[config.mk]
export PLATFORM = sky130hd
export DESIGN_NAME = port_command_decoder
export DESIGN_NICKNAME = d
export VERILOG_FILES = /design/src/core/port_cmd_pkg.sv /design/src/core/cmd_classifier.sv /design/src/core/port_command_decoder.sv
export SDC_FILE = /design/constraint.sdc
export NUM_CORES = 1
export LEC_CHECK = 0
export CORE_MARGIN = 5
export CORE_UTILIZATION = 45
export DETAILED_ROUTE_END_ITERATION = 8
export DONT_BUFFER_PORTS = 1
export GPL_TIMING_DRIVEN = 0
export SYNTH_ARGS = -nofsm -noshare
export SYNTH_HDL_FRONTEND = slang
export SYNTH_HIERARCHICAL = 1
export SYNTH_SLANG_ARGS = --single-unit
[constraint.sdc]
create_clock -name sys_clk -period 1.2 [get_ports sys_clk]
set_input_delay 0.24 -clock sys_clk [delete_from_list [all_inputs] [get_ports sys_clk]]
set_output_delay 0.24 -clock sys_clk [all_outputs]
set_load 0.02 [all_outputs]
[src/core/port_cmd_pkg.sv]
/*
 File: constants shared by the port command decoder and its capability register.
 Assumes: a byte-wide register port supplied by the device's serial front end.
*/
package port_cmd_pkg;

	// Register offsets
	localparam logic [7:0] port_command_off        = 8'h23;
	localparam logic [7:0] port_capability_byte0_off = 8'h24;

	// Reset values
	localparam logic [7:0] port_command_rst        = 8'h00;
	localparam logic [7:0] port_capability_byte0_rst = 8'h98;

	// Capability byte fields
	localparam int cap_roles_msb         = 7;
	localparam int cap_roles_lsb         = 5;
	localparam int cap_debug_packets_bit = 4;
	localparam int cap_vconn_bit         = 3;
	localparam int cap_sink_path_bit     = 2;
	localparam int cap_src_high_bit      = 1;
	localparam int cap_src_bus_bit       = 0;
	localparam logic [2:0] roles_dual_only = 3'h4;

	// Termination field codes
	localparam logic [1:0] term_pull_up   = 2'h1;
	localparam logic [1:0] term_pull_down = 2'h2;

	// Command codes
	localparam logic [7:0] cmd_wake                = 8'h11;
	localparam logic [7:0] cmd_detect_off          = 8'h22;
	localparam logic [7:0] cmd_detect_on           = 8'h33;
	localparam logic [7:0] cmd_sink_off            = 8'h44;
	localparam logic [7:0] cmd_sink_on             = 8'h55;
	localparam logic [7:0] cmd_source_off          = 8'h66;
	localparam logic [7:0] cmd_source_default_volt = 8'h77;
	localparam logic [7:0] cmd_source_high_volt    = 8'h88;
	localparam logic [7:0] cmd_search_attach       = 8'h99;
	localparam logic [7:0] cmd_rx_final_packet     = 8'hAA;
	localparam logic [7:0] cmd_reserved_c          = 8'hCC;
	localparam logic [7:0] cmd_reserved_d          = 8'hDD;
	localparam logic [7:0] cmd_reserved_e          = 8'hEE;
	localparam logic [7:0] cmd_bus_idle            = 8'hFF;

	typedef enum logic [3:0] {
		op_none,
		op_src_default,
		op_src_high,
		op_src_off,
		op_sink_on,
		op_sink_off,
		op_detect_on,
		op_detect_off,
		op_search,
		op_rx_final
	} cmd_op_t;

endpackage

[src/core/cmd_classifier.sv]
/*
 File: combinational classifier mapping a command byte to an operation.
 Assumes: the caller registers the result; codes outside the table map to no operation.
*/
`timescale 1ns/1ps
module cmd_classifier
(
	// Command byte
	input  wire logic [7:0]               code,
	// Decoded operation
	output port_cmd_pkg::cmd_op_t         op
);

	always_comb
	begin
		case (code)
			port_cmd_pkg::cmd_source_default_volt: op = port_cmd_pkg::op_src_default;
			port_cmd_pkg::cmd_source_high_volt:    op = port_cmd_pkg::op_src_high;
			port_cmd_pkg::cmd_source_off:          op = port_cmd_pkg::op_src_off;
			port_cmd_pkg::cmd_sink_on:             op = port_cmd_pkg::op_sink_on;
			port_cmd_pkg::cmd_sink_off:            op = port_cmd_pkg::op_sink_off;
			port_cmd_pkg::cmd_detect_on:           op = port_cmd_pkg::op_detect_on;
			port_cmd_pkg::cmd_detect_off:          op = port_cmd_pkg::op_detect_off;
			port_cmd_pkg::cmd_search_attach:       op = port_cmd_pkg::op_search;
			port_cmd_pkg::cmd_rx_final_packet:     op = port_cmd_pkg::op_rx_final;
			// Reserved, wake, idle and unknown codes are accepted silently
			default:                               op = port_cmd_pkg::op_none;
		endcase
	end

endmodule

[src/core/port_command_decoder.sv]
/*
 File: command register decoder and read-only capability byte of a port controller.
 Assumes: a byte register port (address, write strobe, data) from the serial
 front end, synchronous to sys_clk; role configuration, attach and receive
 status come from neighbouring blocks of the same clock domain.
*/
// Summary of operation
// 77h sources bus if source capability set
// 88h sets high flag if capable
// 99h toggles only when dual-role bit set
// Both 01b: pull-up first; 10b: pull-down
// Mismatched termination fields: no toggling
// Manager reissues search for unchanged roles
// Lost sink returns to unattached source
// AAh clears receive-detect after next GoodCRC
// CCh, DDh, EEh reserved, no action
// FFh idle accepted, no action
// Roles field 7:5 reads 100
// Bit 4 reads 1, debug packets
// Bit 3 reads 1, VCONN switch
// Bit 2 reads 0, no sink path
// Bit 1 reads 0, no high source
// Bit 0 reads 0, no source path
// Capability byte read-only, resets 98h
// Unknown command codes change nothing
`timescale 1ns/1ps
module port_command_decoder
#(
	parameter logic [7:0] cap_value = port_cmd_pkg::port_capability_byte0_rst
)
(
	// Clock and reset
	input  wire logic       sys_clk,
	input  wire logic       rst_n,
	// Register port
	input  wire logic [7:0] reg_addr,
	input  wire logic       reg_wr,
	input  wire logic [7:0] reg_wdata,
	output logic      [7:0] reg_rdata_q,
	// Role configuration from role_config_reg
	input  wire logic       role_dual,
	input  wire logic [1:0] role_cc1,
	input  wire logic [1:0] role_cc2,
	// Attach events
	input  wire logic       src_attach_seen,
	input  wire logic       sink_gone,
	// Receive path events
	input  wire logic       goodcrc_sent,
	// Power status and control
	output logic            flag_sourcing_bus_q,
	output logic            flag_sourcing_high_q,
	output logic            flag_sinking_q,
	output logic            bus_detect_en_q,
	// Connection search
	output logic            toggle_active_q,
	output logic            pull_up_q,
	output logic            pull_down_q,
	output logic            unattached_src_q,
	// Receive control
	output logic            rx_final_armed_q,
	output logic            rx_detect_clr_q
);

	typedef enum logic [1:0] {
		st_idle,
		st_toggling,
		st_src_candidate
	} link_st_t;

	port_cmd_pkg::cmd_op_t op;
	link_st_t              link_q;
	logic      [7:0]       command_q;
	logic                  cmd_wr;
	logic                  term_up;
	logic                  term_down;

	// Capability byte is a constant: no write path exists
	localparam logic [7:0] cap_byte = cap_value;

	function automatic logic both_equal(input logic [1:0] a, input logic [1:0] b,
		input logic [1:0] code);
		both_equal = (a == code) && (b == code);
	endfunction

	assign cmd_wr    = reg_wr && (reg_addr == port_cmd_pkg::port_command_off);
	assign term_up   = both_equal(role_cc1, role_cc2, port_cmd_pkg::term_pull_up);
	assign term_down = both_equal(role_cc1, role_cc2, port_cmd_pkg::term_pull_down);

	cmd_classifier cmd_classifier_i
	(
		.code (reg_wdata),
		.op   (op)
	);

	// Command register keeps the last byte written
	always_ff @(posedge sys_clk or negedge rst_n)
	begin
		if (!rst_n)
			command_q <= port_cmd_pkg::port_command_rst;
		else if (cmd_wr)
			command_q <= reg_wdata;
	end

	// Read mux; writes to the capability byte have no effect
	always_ff @(posedge sys_clk or negedge rst_n)
	begin
		if (!rst_n)
			reg_rdata_q <= 8'h00;
		else if (reg_addr == port_cmd_pkg::port_capability_byte0_off)
			reg_rdata_q <= cap_byte;
		else if (reg_addr == port_cmd_pkg::port_command_off)
			reg_rdata_q <= command_q;
		else
			reg_rdata_q <= 8'h00;
	end

	// Sourcing flags, gated by capability bits
	always_ff @(posedge sys_clk or negedge rst_n)
	begin
		if (!rst_n)
		begin
			flag_sourcing_bus_q  <= 1'b0;
			flag_sourcing_high_q <= 1'b0;
		end
		else if (cmd_wr)
		begin
			case (op)
				port_cmd_pkg::op_src_default:
					if (cap_byte[port_cmd_pkg::cap_src_bus_bit])
						flag_sourcing_bus_q <= 1'b1;
				port_cmd_pkg::op_src_high:
					if (cap_byte[port_cmd_pkg::cap_src_high_bit])
						flag_sourcing_high_q <= 1'b1;
				port_cmd_pkg::op_src_off:
				begin
					flag_sourcing_bus_q  <= 1'b0;
					flag_sourcing_high_q <= 1'b0;
				end
				default:
				begin
					flag_sourcing_bus_q  <= flag_sourcing_bus_q;
					flag_sourcing_high_q <= flag_sourcing_high_q;
				end
			endcase
		end
	end

	// Sink flag and bus presence detection
	always_ff @(posedge sys_clk or negedge rst_n)
	begin
		if (!rst_n)
		begin
			flag_sinking_q  <= 1'b0;
			bus_detect_en_q <= 1'b0;
		end
		else if (cmd_wr)
		begin
			case (op)
				port_cmd_pkg::op_src_default:
					if (cap_byte[port_cmd_pkg::cap_src_bus_bit])
						bus_detect_en_q <= 1'b1;
				port_cmd_pkg::op_sink_on:
					if (cap_byte[port_cmd_pkg::cap_sink_path_bit])
					begin
						flag_sinking_q  <= 1'b1;
						bus_detect_en_q <= 1'b1;
					end
				port_cmd_pkg::op_sink_off:   flag_sinking_q  <= 1'b0;
				port_cmd_pkg::op_detect_on:  bus_detect_en_q <= 1'b1;
				port_cmd_pkg::op_detect_off: bus_detect_en_q <= 1'b0;
				default:                     bus_detect_en_q <= bus_detect_en_q;
			endcase
		end
	end

	// Connection search state; nothing restarts it except the search command
	always_ff @(posedge sys_clk or negedge rst_n)
	begin
		if (!rst_n)
		begin
			link_q      <= st_idle;
			pull_up_q   <= 1'b0;
			pull_down_q <= 1'b0;
		end
		else if (cmd_wr && op == port_cmd_pkg::op_search)
		begin
			if (role_dual && (term_up || term_down))
			begin
				link_q      <= st_toggling;
				pull_up_q   <= term_up;
				pull_down_q <= term_down;
			end
		end
		else
		begin
			case (link_q)
				st_toggling:
					if (src_attach_seen && pull_up_q)
						link_q <= st_src_candidate;
					else if (src_attach_seen || sink_gone)
					begin
						// Swap termination on a sink loss or an attach, unless an attach is seen while pulled up
						pull_up_q   <= pull_down_q;
						pull_down_q <= pull_up_q;
					end
				st_src_candidate:
					if (sink_gone)
					begin
						// Role configuration is untouched here
						link_q      <= st_idle;
						pull_up_q   <= 1'b1;
						pull_down_q <= 1'b0;
					end
				st_idle:
					link_q <= st_idle;
				default:
					link_q <= st_idle;
			endcase
		end
	end

	always_ff @(posedge sys_clk or negedge rst_n)
	begin
		if (!rst_n)
		begin
			toggle_active_q  <= 1'b0;
			unattached_src_q <= 1'b0;
		end
		else
		begin
			toggle_active_q  <= (link_q == st_toggling);
			unattached_src_q <= (link_q == st_idle) && pull_up_q;
		end
	end

	// Receive shutdown after the next acknowledgement
	always_ff @(posedge sys_clk or negedge rst_n)
	begin
		if (!rst_n)
		begin
			rx_final_armed_q <= 1'b0;
			rx_detect_clr_q  <= 1'b0;
		end
		else
		begin
			rx_detect_clr_q <= rx_final_armed_q && goodcrc_sent;
			// A new arm in the same cycle as the acknowledgement wins
			if (cmd_wr && op == port_cmd_pkg::op_rx_final)
				rx_final_armed_q <= 1'b1;
			else if (goodcrc_sent)
				rx_final_armed_q <= 1'b0;
		end
	end

	// Checks
	property p_src_default;
		@(posedge sys_clk) disable iff (!rst_n)
		(cmd_wr && reg_wdata == port_cmd_pkg::cmd_source_default_volt && !flag_sourcing_bus_q)
			|=> (flag_sourcing_bus_q == cap_byte[port_cmd_pkg::cap_src_bus_bit]);
	endproperty
	a_src_default: assert property (p_src_default) else $error("source flag mismatch");

	property p_src_high;
		@(posedge sys_clk) disable iff (!rst_n)
		(cmd_wr && reg_wdata == port_cmd_pkg::cmd_source_high_volt)
			|=> (flag_sourcing_high_q == ($past(flag_sourcing_high_q)
			|| cap_byte[port_cmd_pkg::cap_src_high_bit]));
	endproperty
	a_src_high: assert property (p_src_high) else $error("high flag mismatch");

	property p_no_dual;
		@(posedge sys_clk) disable iff (!rst_n)
		(cmd_wr && reg_wdata == port_cmd_pkg::cmd_search_attach && !role_dual
			&& link_q == st_idle) |=> ##1 !toggle_active_q;
	endproperty
	a_no_dual: assert property (p_no_dual) else $error("toggle without dual role");

	property p_start_up;
		@(posedge sys_clk) disable iff (!rst_n)
		(cmd_wr && reg_wdata == port_cmd_pkg::cmd_search_attach && role_dual && term_up)
			|=> pull_up_q && !pull_down_q ##1 toggle_active_q;
	endproperty
	a_start_up: assert property (p_start_up) else $error("pull-up not first");

	property p_bad_term;
		@(posedge sys_clk) disable iff (!rst_n)
		(cmd_wr && reg_wdata == port_cmd_pkg::cmd_search_attach && link_q == st_idle
			&& !term_up && !term_down) |=> link_q == st_idle;
	endproperty
	a_bad_term: assert property (p_bad_term) else $error("toggle on bad fields");

	property p_lost_sink;
		@(posedge sys_clk) disable iff (!rst_n)
		(link_q == st_src_candidate && sink_gone && !cmd_wr) |=> ##1 unattached_src_q;
	endproperty
	a_lost_sink: assert property (p_lost_sink) else $error("no return to unattached");

	property p_rx_final;
		@(posedge sys_clk) disable iff (!rst_n)
		(rx_final_armed_q && goodcrc_sent) |=> rx_detect_clr_q;
	endproperty
	a_rx_final: assert property (p_rx_final) else $error("receive clear missed");

	property p_reserved;
		@(posedge sys_clk) disable iff (!rst_n)
		(cmd_wr && op == port_cmd_pkg::op_none)
			|=> $stable(flag_sourcing_bus_q) && $stable(bus_detect_en_q)
			&& $stable(flag_sinking_q);
	endproperty
	a_reserved: assert property (p_reserved) else $error("reserved code acted");

	property p_cap;
		@(posedge sys_clk) disable iff (!rst_n)
		(reg_addr == port_cmd_pkg::port_capability_byte0_off)
			|=> reg_rdata_q == port_cmd_pkg::port_capability_byte0_rst;
	endproperty
	a_cap: assert property (p_cap) else $error("capability byte wrong");

	property p_cap_roles;
		@(posedge sys_clk) disable iff (!rst_n)
		(reg_addr == port_cmd_pkg::port_capability_byte0_off)
			|=> reg_rdata_q[port_cmd_pkg::cap_roles_msb:port_cmd_pkg::cap_roles_lsb]
			== port_cmd_pkg::roles_dual_only;
	endproperty
	a_cap_roles: assert property (p_cap_roles) else $error("roles field wrong");

	property p_cap_debug;
		@(posedge sys_clk) disable iff (!rst_n)
		(reg_addr == port_cmd_pkg::port_capability_byte0_off)
			|=> reg_rdata_q[port_cmd_pkg::cap_debug_packets_bit] == 1'b1;
	endproperty
	a_cap_debug: assert property (p_cap_debug) else $error("debug packet bit wrong");

	property p_cap_vconn;
		@(posedge sys_clk) disable iff (!rst_n)
		(reg_addr == port_cmd_pkg::port_capability_byte0_off)
			|=> reg_rdata_q[port_cmd_pkg::cap_vconn_bit] == 1'b1;
	endproperty
	a_cap_vconn: assert property (p_cap_vconn) else $error("cable power bit wrong");

	property p_cap_sink;
		@(posedge sys_clk) disable iff (!rst_n)
		(reg_addr == port_cmd_pkg::port_capability_byte0_off)
			|=> reg_rdata_q[port_cmd_pkg::cap_sink_path_bit] == 1'b0;
	endproperty
	a_cap_sink: assert property (p_cap_sink) else $error("sink path bit wrong");

	property p_cap_high;
		@(posedge sys_clk) disable iff (!rst_n)
		(reg_addr == port_cmd_pkg::port_capability_byte0_off)
			|=> reg_rdata_q[port_cmd_pkg::cap_src_high_bit] == 1'b0;
	endproperty
	a_cap_high: assert property (p_cap_high) else $error("high source bit wrong");

	property p_cap_bus;
		@(posedge sys_clk) disable iff (!rst_n)
		(reg_addr == port_cmd_pkg::port_capability_byte0_off)
			|=> reg_rdata_q[port_cmd_pkg::cap_src_bus_bit] == 1'b0;
	endproperty
	a_cap_bus: assert property (p_cap_bus) else $error("source path bit wrong");

endmodule

* After elaboration in Yosys (flattened, before gate mapping)
Cells that the tools add are included.
** Operators by class
- Equality and inequality tests :: 26
- Reductions and logical operators :: 18
- $add $sub $neg :: 0
- Order comparisons :: 0
- Multiplexer cells :: 23
- Div/mod/pow operators :: 0
- Bitwise logic cells :: 0
- Shifts and indexed selects :: 0
- Multipliers :: 0
** Operators by type and width (count)
- $pmux W4 S9 :: 1
- $eq A8 B6 Y1 const B :: 4
- $eq A8 B7 Y1 const B :: 4
- $eq A8 B8 Y1 const B :: 3
- $mux W8 :: 2
- $mux W1 :: 12
- $ne A3 B3 Y1 const B :: 4
- $logic_and A1 B1 Y1 :: 9
- $eq A4 B3 Y1 const B :: 2
- $eq A4 B4 Y1 const B :: 2
- $mux W2 :: 4
- $eq A2 B1 Y1 const B :: 3
- $eq A2 B2 Y1 const B :: 3
- $pmux W1 S2 :: 3
- $reduce_and A5 Y1 :: 1
- $pmux W2 S2 :: 1
- $reduce_bool A2 Y1 :: 2
- $reduce_and A3 Y1 :: 1
- $reduce_bool A3 Y1 :: 1
- $logic_not A2 Y1 :: 1
- $logic_or A1 B1 Y1 :: 2
- $ne A2 B1 Y1 const B :: 1
- $reduce_and A2 Y1 :: 1
** Storage, ports and cells
- Word-level logic and storage cells :: 77
- Memory bits (read-only) :: 0
- Input port bits :: 27
- Bits in writable memories :: 0
- Output and inout bits :: 18
- Flip-flop bits (word level) :: 25
- Memories :: 0
- Bits in latches :: 0

* Longest topological paths before layout
- Word-level depth :: 6
- Mapped depth :: 7
- Depth with buffers taken out :: 7

* Modules after synthesis
The synthesis kept the hierarchy.
** By module, submodules not included
- port_command_decoder :: seq. area each 625.6 µm², cells each 95, times used 1, area an instance 1128.6 µm²
- cmd_classifier :: seq. area each 0.0 µm², cells each 22, times used 1, area an instance 142.6 µm²

* Worst setup path before layout
No wires, ideal clock.
- Path type :: input to register
- Start :: input port reg_wdata[1]
- End :: register pull_down_q
- Slack :: -0.743 ns
- Data required time :: 1.074 ns
- Stages :: 7
- Data arrival time :: 1.817 ns
- Library setup time :: 0.126 ns
- Path buffers :: 0
- Cell sequence :: nor2_2 nand3_1 a2111oi_2 nor4b_2 nand4_2 o21a_1 o311a_1
** Between the ends
- Word-level cells in the longest chain between the ends :: 6
- Elaborated cells between the ends (all ways) :: 19
- Those cells by class :: eq/ne: 14; mux: 2; reduce/logical: 3
** Ends and longest elaborated chain
- start, declared :: line port_command_decoder.sv:38 : input wire logic [7:0] reg_wdata,
- $eq A8 B8 Y1, or another cell as far along :: line cmd_classifier.sv:16 : case (code)
- $pmux W4 S9 * :: line cmd_classifier.sv:16
- named net op[3] :: line port_command_decoder.sv:70 : port_cmd_pkg::cmd_op_t op;
- $eq A4 B4 Y1 * :: line port_command_decoder.sv:185 : else if (cmd_wr && op == port_cmd_pkg::op_search)
- $logic_and A1 B1 Y1 * :: line port_command_decoder.sv:185
- $ne A3 B3 Y1 (no line), or another cell as far along
- $reduce_and A5 Y1 (no line)
- end signal, assigned :: line port_command_decoder.sv:191 : pull_down_q <= term_down;
- end signal, assigned :: line port_command_decoder.sv:204 : pull_down_q <= pull_up_q;
- end, declared :: line port_command_decoder.sv:57 : output logic pull_down_q,
Mark *: on every way through the listed nets, which the timed path passes. The rest lies on a longest branch.
A chain may end at the register's enable or synchronous reset.

* Final worst setup path
- Start :: input port reg_wdata[0]
- End :: register pull_down_q
The elaborated chain is that of the path after synthesis.

==> results.py <==
metrics = {
    "worst_setup_path": {
        "cp-endpoint": "pull_down_q",
        "cpPeakStageDelay_ps": 390,
        "worstPathArrival_ps": 1710,
        "cp_cell_sequence": "nor2_4 -> nand3_4 -> a2111oi_4 -> nor4b_4 -> nand4_2 -> o21a_1 -> o311a_1",
        "reg2reg_from": "pull_up_q",
        "critPathMaxFanout": 6,
        "startpoint": "reg_wdata[0]",
        "cp.required_ps": 1410,
        "endpoint_kind": "flop",
        "regToRegEndpoint": "pull_down_q",
        "r2r_slack_ps": -200,
        "worstSetupPathType": "primary input to flop",
        "crit_slowest_cell": "a2111oi_4",
        "rr_worst_depth": 4,
        "start_kind": "primary input",
    },
    "sta": {
        "setup_viol": 6,
        "fin_hold_ws_ps": 51.6,
        "fmax_mhz": 667,
        "setup_slack_ps": -300,
        "rsz0062_at_grt": "true",
        "fin_crit_sh_pct": 125,
        "finalHoldViolCount": 0,
        "skew_ps": 0.836,
        "period_minus_slack_ps": 1500,
        "drv_slew": 0,
    },
    "floorplan": {
        "core_area_um2": 2730,
        "start_util_pct": 46.5,
        "pin_count": 45,
        "rows": 19,
        "die_width_um": 63.2,
        "die_y_um": 63.2,
        "die-area_um2": 3990,
    },
    "global_routing": {
        "met1_usage_pct": 19.5,
        "grt_pass1_vias": 998,
        "use_met2_pct": 23.7,
        "busiest_layer": "met2",
        "met3_usage_pct": 3.73,
        "grt_pass1_wl_um": 4750,
        "grt_usage_pct": 14.7,
        "grt_overflow_total": 0,
        "grt_max_degree": 26,
        "antenna_found_initial": 0,
    },
    "route": {
        "postRouteWirelength_um": 2710,
        "num_vias": 943,
        "via_per_inst": 5.72,
        "drtIter0Drc": 45,
        "wl_per_cell_um": 16.4,
        "drt_pass1_iterations": 4,
        "postRouteAntennaNets": 0,
        "drc": 0,
    },
    "power": {
        "cellPowerDensity_nw_per_um2": 902,
        "p_leak_nw": 0.712,
        "ir_drop_mv": 0.658,
    },
    "placed_design": {
        "io_buffers": 0,
        "gp_congestion": 0.739,
        "hpwl_um": 1950,
    },
    "clock_tree": {
        "clock_sinks": 25,
        "clk_pin_slew_worst_paths_ps": 130,
        "numCtsBuffers": 3,
        "clk_latency_ps": 300,
        "htree_levels": 1,
        "cts_buffer_depth": 2,
        "cts_tree": "yes",
        "cts_root_buffer": "clkbuf_4",
    },
    "logic_synthesis": {
        "synth_area_leader_cell": "dfrtp_1",
        "seq_area_frac_synth_pct": 49.2,
        "ys_warn_count": 6,
        "ys_ff_latch": 25,
        "async_flop_share_pct": 100,
        "yosysMostFrequentCell": "dfrtp_1",
        "yosysTopAreaCellShare_pct": 49.2,
        "syn_inst": 117,
        "netlist-cell-type-count": 40,
        "avgSynthCellArea_um2": 10.9,
        "syn-cell-area_um2": 1270,
        "synthTopCellsByCount": "dfrtp_1, nand2_1, mux2_1",
        "synth_edf_count": 0,
        "synth_area_leaders": "dfrtp_1, mux2_1, nand2_1",
        "ys.flop_type": "dfrtp_1",
    },
    "outcome": {
        "violations": "negative setup slack",
        "status": "complete, but fails checks",
    },
    "cells_and_area": {
        "final_layout_size_suffix_gt1_share_pct": 32.1,
        "fin_nets": 162,
        "area_growth_pct": 23.8,
        "utilization_pct": 57.6,
        "n_antenna_cell": 0,
    },
    "job": {
        "drv_cap": 0,
    },
    "hold_path": {
        "hold_class": "primary input to flop",
    },
}
worst min path at each step:
| stage | endpoint | slack (ps) | from | depth (start not counted) |
|---|---|---|---|---|
| CTS | rx_final_armed_q | 30 | goodcrc_sent | 1 |
| global placement | reg_rdata_q[0] | -50 | rst_n | 0 |
| global route | command_q[7] | 30 | reg_wdata[7] | 1 |
| detailed placement | reg_rdata_q[0] | -50 | rst_n | 0 |
| finish | rx_detect_clr_q | 50 | goodcrc_sent | 1 |
| floorplan | bus_detect_en_q | -60 | rst_n | 0 |
registers in the layout, indices dropped and copies added, names as in the netlist:
register,flops
pull_down_q,1
link_q,2
unattached_src_q,1
rx_detect_clr_q,1
bus_detect_en_q,1
toggle_active_q,1
reg_rdata_q,8
pull_up_q,1
rx_final_armed_q,1
command_q,8
power by group:
group          total, mW  switching, mW  internal, mW
Sequential         0.901         0.0337         0.867
Clock              0.368          0.238         0.129
Combinational      0.150         0.0694        0.0810
Total               1.42          0.342          1.08
layout make-up:
class	instances	area [um2]
fill	237	1160
buffer	4	33.8
sequential	25	626
inverter	4	15.0
timing repair buffer	11	104
tap	31	38.8
clock buffer	4	26.3
multi-input combinational	86	731
cell usage in the layout (no fill, tap or decap), types with 3 or more instances in the layout:
| cell type | count |
|---|---|
| dfrtp_1 | 25 |
| nand2_1 | 10 |
| buf_4 | 10 |
| mux2_4 | 8 |
| and3_1 | 5 |
| a21oi_1 | 4 |
| inv_1 | 4 |
| nand4_1 | 4 |
| nor2_1 | 3 |
| nand2b_1 | 3 |
| nand3_1 | 3 |
| conb_1 | 3 |
| clkbuf_4 | 3 |
| nor2_4 | 3 |
metrics by stage:
| stage | area, um2 | setup slack, ps | TNS [ps] | power [mW] | std cells |
|---|---|---|---|---|---|
| final | 1570 | -300 | -1300 | 1.42 | 165 |
| after global routing | 1570 | -392 | -1700 | 1.51 | 165 |
| after detailed placement | 1390 | -816 | -6570 | 1.02 | 150 |
| after floorplan | 1350 | -591 | -3920 | 1.01 | 119 |
| after CTS | 1530 | -303 | -1140 | 1.42 | 162 |
| after global placement | 1390 | -754 | -6170 | 1.02 | 150 |
metal layers:
metal / wire length (um) / up-vias
met5: 0 / -
met2: 1340 / 39
met3: 222 / 2
li1: - / 461
met4: 34 / 0
met1: 1110 / 441
critical path, delay by kind of cell:
| family | cells | cell delay (ps) |
|---|---|---|
| and+or+nand+nor | 4 | 650 |
| AOI/OAI and AO/OA | 3 | 820 |
repair_timing:
action / in CTS / in global routing
gates resized for setup: 10 / 4
endpoints found under the setup margin: 14 / 6
endpoints found under the hold margin: 25 / 1
pin swaps: 7 / 8
buffers inserted: 6 / 2
hold buffers: 2 / 1
kinds of logic after synthesis:
kind of cell	share of synthesized area [%]
buffers and inverters	3.35
flip-flops	49.2
other	0.295
AO/OA/AOI/OAI	10.6
multiplexers	8.66
XOR/XNOR	1.38
AND/OR/NAND/NOR	26.5
Power figures use the tool's default switching activity.
